$ cat config.mk
export PLATFORM = sky130hd
export DESIGN_NAME = lbr_ram
export DESIGN_NICKNAME = d
export VERILOG_FILES = /design/src/include/lbr_pkg.sv /design/src/include/lbr_mem_if.sv /design/src/hdl/lbr_ram.sv /design/src/hdl/lbr_store.sv
export SDC_FILE = /design/constraint.sdc
export NUM_CORES = 2
export LEC_CHECK = 0
export BUFFER_PORTS_ARGS = -buffer_cell sky130_fd_sc_hd__buf_4
export CORE_ASPECT_RATIO = 0.9
export CORE_MARGIN = 2
export CORE_UTILIZATION = 55
export CTS_BUF_LIST = sky130_fd_sc_hd__clkbuf_16
export DETAILED_ROUTE_END_ITERATION = 8
export HOLD_SLACK_MARGIN = 0.1
export PLACE_DENSITY = 0.81
export SLEW_MARGIN = 20
export SYNTH_ARGS = -nofsm -noshare
export SYNTH_HDL_FRONTEND = slang
export SYNTH_HIERARCHICAL = 1
export SYNTH_SLANG_ARGS = --single-unit
$ cat constraint.sdc
create_clock -name mclk_i -period 6.25 [get_ports mclk_i]
set_clock_uncertainty 0.15 [all_clocks]
set_input_delay 0.3125 -clock mclk_i [delete_from_list [all_inputs] [get_ports mclk_i]]
set_output_delay 0.3125 -clock mclk_i [all_outputs]
set_load 0.01 [all_outputs]
$ cat src/include/lbr_pkg.sv
`default_nettype none

package lbr_pkg;

    // =========================================================
    // Geometry
    // =========================================================
    localparam int unsigned WORD_W  = 8;
    localparam int unsigned ADDR_W  = 8;
    localparam int unsigned DEPTH   = 256;

    // =========================================================
    // Reset values
    // =========================================================
    localparam logic [ADDR_W-1:0] ADDR_RST = 8'h00;
    localparam logic [WORD_W-1:0] DATA_RST = 8'h00;

    // =========================================================
    // Bus access decode
    // =========================================================
    typedef enum logic [3:0]
    {
        ACC_IDLE  = 4'b0001,
        ACC_ADDR  = 4'b0010,
        ACC_WRITE = 4'b0100,
        ACC_UNDEF = 4'b1000
    } lbr_acc_type;

endpackage : lbr_pkg

`default_nettype wire

$ cat src/include/lbr_mem_if.sv
`timescale 1ns/1ps
`default_nettype none

interface lbr_mem_if;
    logic                      we;
    logic [lbr_pkg::ADDR_W-1:0] addr;
    logic [lbr_pkg::WORD_W-1:0] wdata;
    logic [lbr_pkg::WORD_W-1:0] rdata;

    modport ctrl (output we, output addr, output wdata, input rdata);
    modport mem  (input we, input addr, input wdata, output rdata);
endinterface : lbr_mem_if

`default_nettype wire

$ cat src/hdl/lbr_ram.sv
`timescale 1ns/1ps
`default_nettype none

module lbr_ram
    import lbr_pkg::*;
(
    input  wire logic                       mclk_i,
    input  wire logic                       rst_i,
    input  wire logic                       master_clk_i,
    input  wire logic                       chip_enable_n_i,
    input  wire logic                       read_strobe_cmd_i,
    input  wire logic                       write_strobe_cmd_i,
    input  wire logic [lbr_pkg::WORD_W-1:0] shared_io_bus_i,
    output logic      [lbr_pkg::WORD_W-1:0] shared_io_bus_o,
    output logic      [lbr_pkg::WORD_W-1:0] shared_io_bus_oe_o
);
    import lbr_pkg::*;

    // =========================================================
    // Elaboration checks
    // =========================================================
    // One set of bus lines carries both address and data
    if (ADDR_W != WORD_W)
    begin : g_bad_bus_width
        $error("lbr_ram: address and data widths must match");
    end

    // Every latched address must name a stored word
    if (DEPTH != (1 << ADDR_W))
    begin : g_bad_depth
        $error("lbr_ram: depth must cover every address");
    end

    // The address after reset must name a stored word
    if (ADDR_RST >= DEPTH)
    begin : g_bad_addr_rst
        $error("lbr_ram: reset address outside the store");
    end

    // =========================================================
    // Pin synchronisers
    // =========================================================
    logic [3:0]        ctl_s1_q;
    logic [3:0]        ctl_s2_q;
    logic [WORD_W-1:0] bus_s1_q;
    logic [WORD_W-1:0] bus_s2_q;
    logic              mclk_pin_d1_q;

    // Control lines idle high: master clock high, all strobes inactive
    always_ff @(posedge mclk_i or posedge rst_i)
    begin
        if (rst_i)
        begin
            ctl_s1_q <= '1;
            ctl_s2_q <= '1;
        end
        else
        begin
            ctl_s1_q <= {master_clk_i, chip_enable_n_i, read_strobe_cmd_i, write_strobe_cmd_i};
            ctl_s2_q <= ctl_s1_q;
        end
    end

    // Same depth as the controls, so address and data stay aligned with them
    always_ff @(posedge mclk_i or posedge rst_i)
    begin
        if (rst_i)
        begin
            bus_s1_q <= DATA_RST;
            bus_s2_q <= DATA_RST;
        end
        else
        begin
            bus_s1_q <= shared_io_bus_i;
            bus_s2_q <= bus_s1_q;
        end
    end

    // Only the second stage feeds logic
    logic mclk_s;
    logic enable_n_s;
    logic read_s;
    logic write_s;

    assign mclk_s     = ctl_s2_q[3];
    assign enable_n_s = ctl_s2_q[2];
    assign read_s     = ctl_s2_q[1];
    assign write_s    = ctl_s2_q[0];

    // =========================================================
    // Master clock fall detect
    // =========================================================
    // Preset high like the idle pin, so leaving reset is not seen as a fall
    always_ff @(posedge mclk_i or posedge rst_i)
    begin
        if (rst_i)
            mclk_pin_d1_q <= 1'b1;
        else
            mclk_pin_d1_q <= mclk_s;
    end

    logic mclk_fall;
    assign mclk_fall = mclk_pin_d1_q & ~mclk_s;

    // =========================================================
    // Command view
    // =========================================================
    // Enable and both strobes are active low
    logic selected;
    logic read_req;
    logic write_req;
    logic both_idle;

    assign selected  = !enable_n_s;
    assign read_req  = !read_s;
    assign write_req = !write_s;
    assign both_idle = read_s && write_s;

    // =========================================================
    // Access decode at master clock fall
    // =========================================================
    lbr_acc_type acc_d;

    // Write wins at a fall; any other selected fall takes a new address
    always_comb
    begin
        acc_d = ACC_IDLE;
        if (mclk_fall && selected)
        begin
            if (write_req)
                acc_d = ACC_WRITE;
            else if (both_idle)
                acc_d = ACC_UNDEF;
            else
                acc_d = ACC_ADDR;
        end
    end

    // =========================================================
    // Address latch
    // =========================================================
    logic [ADDR_W-1:0] addr_q;

    always_ff @(posedge mclk_i or posedge rst_i)
    begin
        if (rst_i)
            addr_q <= ADDR_RST;
        else
        begin
            case (acc_d)
                // No write here, and no drive at ACC_UNDEF, but the address still moves
                ACC_ADDR,
                ACC_UNDEF: addr_q <= bus_s2_q;
                ACC_IDLE,
                ACC_WRITE: addr_q <= addr_q;
                default:   addr_q <= addr_q;
            endcase
        end
    end

    // =========================================================
    // Storage
    // =========================================================
    lbr_mem_if mem_bus ();

    // A write lands one system clock after the fall; read data trails the address likewise
    logic store_we;

    assign store_we      = (acc_d == ACC_WRITE);
    assign mem_bus.we    = store_we;
    assign mem_bus.addr  = addr_q;
    assign mem_bus.wdata = bus_s2_q;

    // Store depth follows the address width
    lbr_store #(
        .DEPTH_P (DEPTH)
    ) u_store (
        .mclk_i  (mclk_i),
        .port_if (mem_bus.mem)
    );

    // =========================================================
    // Three-state output drive
    // =========================================================
    // Drive needs enable and read low with write high
    logic              drive_d;
    logic [WORD_W-1:0] drive_word;

    assign drive_d    = selected && read_req && !write_req;
    assign drive_word = drive_d ? mem_bus.rdata : DATA_RST;

    // Lines read as zero whenever the enables are off
    always_ff @(posedge mclk_i or posedge rst_i)
    begin
        if (rst_i)
            shared_io_bus_o <= DATA_RST;
        else
            shared_io_bus_o <= drive_word;
    end

    // All enable bits move together; enable or read going high, or write going low, releases the lines
    always_ff @(posedge mclk_i or posedge rst_i)
    begin
        if (rst_i)
            shared_io_bus_oe_o <= '0;
        else
            shared_io_bus_oe_o <= {WORD_W{drive_d}};
    end

endmodule : lbr_ram

`default_nettype wire

$ cat src/hdl/lbr_store.sv
`timescale 1ns/1ps
`default_nettype none

module lbr_store
    import lbr_pkg::*;
#(
    parameter int unsigned DEPTH_P = lbr_pkg::DEPTH
)
(
    input  wire logic mclk_i,
    lbr_mem_if.mem    port_if
);
    import lbr_pkg::*;

    if (DEPTH_P != (1 << ADDR_W))
    begin : g_bad_depth
        $error("lbr_store: depth must match address width");
    end

    // =========================================================
    // Storage array, read data registered
    // =========================================================
    logic [WORD_W-1:0] mem_q [DEPTH_P];
    logic [WORD_W-1:0] rdata_q;

    always_ff @(posedge mclk_i)
    begin
        if (port_if.we)
            mem_q[port_if.addr] <= port_if.wdata;
    end

    always_ff @(posedge mclk_i)
    begin
        rdata_q <= mem_q[port_if.addr];
    end

    assign port_if.rdata = rdata_q;

endmodule : lbr_store

`default_nettype wire

==> flow_summary.ini <==
[worst_setup_path]
end_kind = flip-flop
worst-endpoint-required_ps = 6710
crit_arrival_ps = 5060
crit_path_cell_trace = buf_12 > mux4_2 > a22oi_1 > a21oi_1 > o41ai_1 > nand4_1
startpoint_type = flip-flop
slowest_stage = dfrtp_4
slowest_delay_ps = 1080
path_class = flip-flop to flip-flop
critPathBufInv = 1
crit_path_max_fanout = 93
path_delay_family = compound AO/OA/AOI/OAI gates

[yosys]
seq_area_frac_synth_pct = 78.57
synth_area_um2 = 79830
yosysTopAreaCell = edfxtp_1
synth_warnings = 6
synth_area_per_cell_um2 = 22.07
synth_top_area_share_pct = 77.04
synth.area.top_cells = edfxtp_1 77%, mux4_2 14%, a22oi_1 2.4%
syn_nets = 3631
syn_inst = 3617
ys_types = 28
ys_ff_latch = 2098

[placement]
port_buffers = 29
dp_hpwl_um = 105200
dp_cells = 5441
routabilityCongestion = 0.8487

[timing]
hold-worst-slack_ps = 104.7
rsz0062_at_grt = no
slew_violations = 0
finalCritPeriodShare_pct = 73.53
setup_tns_ps = 0
setup_viol = 0
slew_headroom_pct = 23.04
fmax_mhz = 217.6
post-route-min-period_ps = 4595
hold_viol = 0
worstMarginPinSlew_ps = 1150

[global_route]
grt_pass1_wl_um = 282100
grt_usage_pct = 26.52
antenna_found_initial = 4
grt_pass1_vias = 40180
overflow = 0
grt_max_degree = 258

[power_and_ir_drop]
power.share.clock_pct = 36.0
switching_share_pct = 25.19
p_leak_uw = 0.02709
peakVddDrop_v = 0.0003183
p_int_uw = 23290
cellPowerDensity_nw_per_um2 = 351.2
power_frac_comb_pct = 13.6
seqPwrFrac_pct = 50.4
netSwitchingPower_uw = 7842

[cts]
cts_resized = 0
cts_max_path_buffers = 3
clock-sinks = 2098
tritoncts = built
path_clk_slew_ps = 60
clkLatencyLatePin_ps = 820
root_buffer = clkbuf_16
cts_buffers = 188
cts.htree.levels = 4

[detailed_routing]
num_vias = 40070
drt_iter0_drc = 6525
wire_per_inst_um = 33.67
wl_um = 195900
first_pass_iters = 7
routed_via_density = 6.888
final_antenna_net_count = 0
drc_errors = 0

[final_layout]
num_antenna_cells = 0
drive_gt1_share_pct = 24.15
nets = 3730
area_delta_synth_final_pct = 11.05
instances_no_fill = 5818

[die]
die_area_um2 = 148200
rows = 132
io_pins = 30
die_x_um = 405.6
fp.coreArea_um2 = 144000
die_h_um = 365.4
start_util_pct = 55.43

[outcome]
status = finished clean

[hold_path]
min_path_type = primary input to asynchronous set/reset pin

[job]
max_cap_viol_count = 0
[tightest hold or removal path: stages]
cell           delay (ps)
dlygate4sd3_1         540
buf_4                 140
clkinv_2              640
[state kept, by name, summed over array words and instances (netlist names), 4 cells and up]
name	cells
addr_q	8
bus_s1_q	8
bus_s2_q	8
ctl_s1_q	4
ctl_s2_q	4
shared_io_bus_o	8
u_store/mem_q	2048
u_store/port_if.rdata	8
[metrics by stage]
| stage | worst slack [ps] | instance area (um2) | util (%) | total power (uW) |
|---|---|---|---|---|
| global placement | 1498 | 82310 | 57.15 | 19960 |
| global route | 1576 | 88650 | 61.55 | 31900 |
| floorplan | 2113 | 79830 | - | 18790 |
| CTS | 1652 | 88520 | 61.47 | 31110 |
| finish | 1655 | 88650 | 61.55 | 31140 |
| detailed placement | 1819 | 82370 | 57.19 | 20050 |
[metal layers]
layer | vias up | track usage (%) | share of wire (%)
li1 | 15480 | - | -
met1 | 20830 | 36.24 | 34
met5 | - | 0 | 0.041
met2 | 3225 | 41.33 | 48
met3 | 526 | 7.735 | 14
met4 | 6 | 9.337 | 4.0
[power groups by stage]
stage | registers, uW | logic, uW | clock network, uW
global route | 15700 | 4400 | 11800
finish | 15700 | 4240 | 11200
global placement | 16000 | 3990 | 0
floorplan | 16000 | 2840 | 0
CTS | 15700 | 4150 | 11300
detailed placement | 16000 | 4070 | 0
[placed cells by master (no fill, tap or decap), drive strengths merged, types with 30 or more instances in the layout]
cell    Yosys  routed
clkinv      0      78
o41ai      32      32
buf        95     124
edfxtp   2048    2048
nor3       30      30
dfrtp      33      33
a21oi     128     128
mux4      512     512
clkbuf    145     191
inv         2      67
a22oi     256     256
nor2      232     232
[what timing repair did]
| item | in CTS | in global routing |
|---|---|---|
| buffers inserted | 0 | 0 |
| hold buffers | 25 | 0 |
| endpoints found under the hold margin | 45 | 0 |
| setup endpoints to repair | 0 | 0 |
[worst paths after layout]
path / start / end / slack (ps) / depth (start not counted)
hold reg to reg: bus_s1_q[4] / bus_s2_q[4] / 190 / 0
min in group mclk_i: bus_s1_q[4] / bus_s2_q[4] / 190 / 0
setup reg to reg: addr_q[0] / u_store/port_if.rdata[7] / 1650 / 6
hold / removal: rst_i / shared_io_bus_oe_o[0] / 100 / 3
max in group asynchronous: rst_i / addr_q[1] / 5070 / 3
setup / recovery: addr_q[0] / u_store/port_if.rdata[7] / 1650 / 6
[cell type report]
| cell class | count | area [um2] |
|---|---|---|
| sequential | 2098 | 62760 |
| clock buffer | 191 | 4780 |
| timing repair buffer | 149 | 1464 |
| multi-input combinational | 1277 | 16080 |
| fill | 9194 | 55370 |
| clock inverter | 158 | 1122 |
| tap | 1943 | 2431 |
| inverter | 2 | 8.758 |
[cell usage after synthesis, drive strengths merged]
cell type and number:
a21oi 128, a22oi 256, and2 11, and4bb 1, buf 95, clkbuf 145
dfrtp 33, dfstp 9, dfxtp 8, edfxtp 2048, inv 2, mux2 8
mux4 512, nand2 28, nand2b 6, nand3 13, nand4 8, nor2 232
nor2b 7, nor3 30, nor3b 1, nor4b 1, o41ai 32, or2 2
or3 1
[kinds of logic after synthesis]
group / count (synthesis) / synth area share [%]
flip-flops: 2098 / 78.57
AND/OR/NAND/NOR: 341 / 1.809
buffers and inverters: 242 / 1.462
multiplexers: 520 / 14.60
AO/OA/AOI/OAI: 416 / 3.561
(Power assumes the default switching activity.)
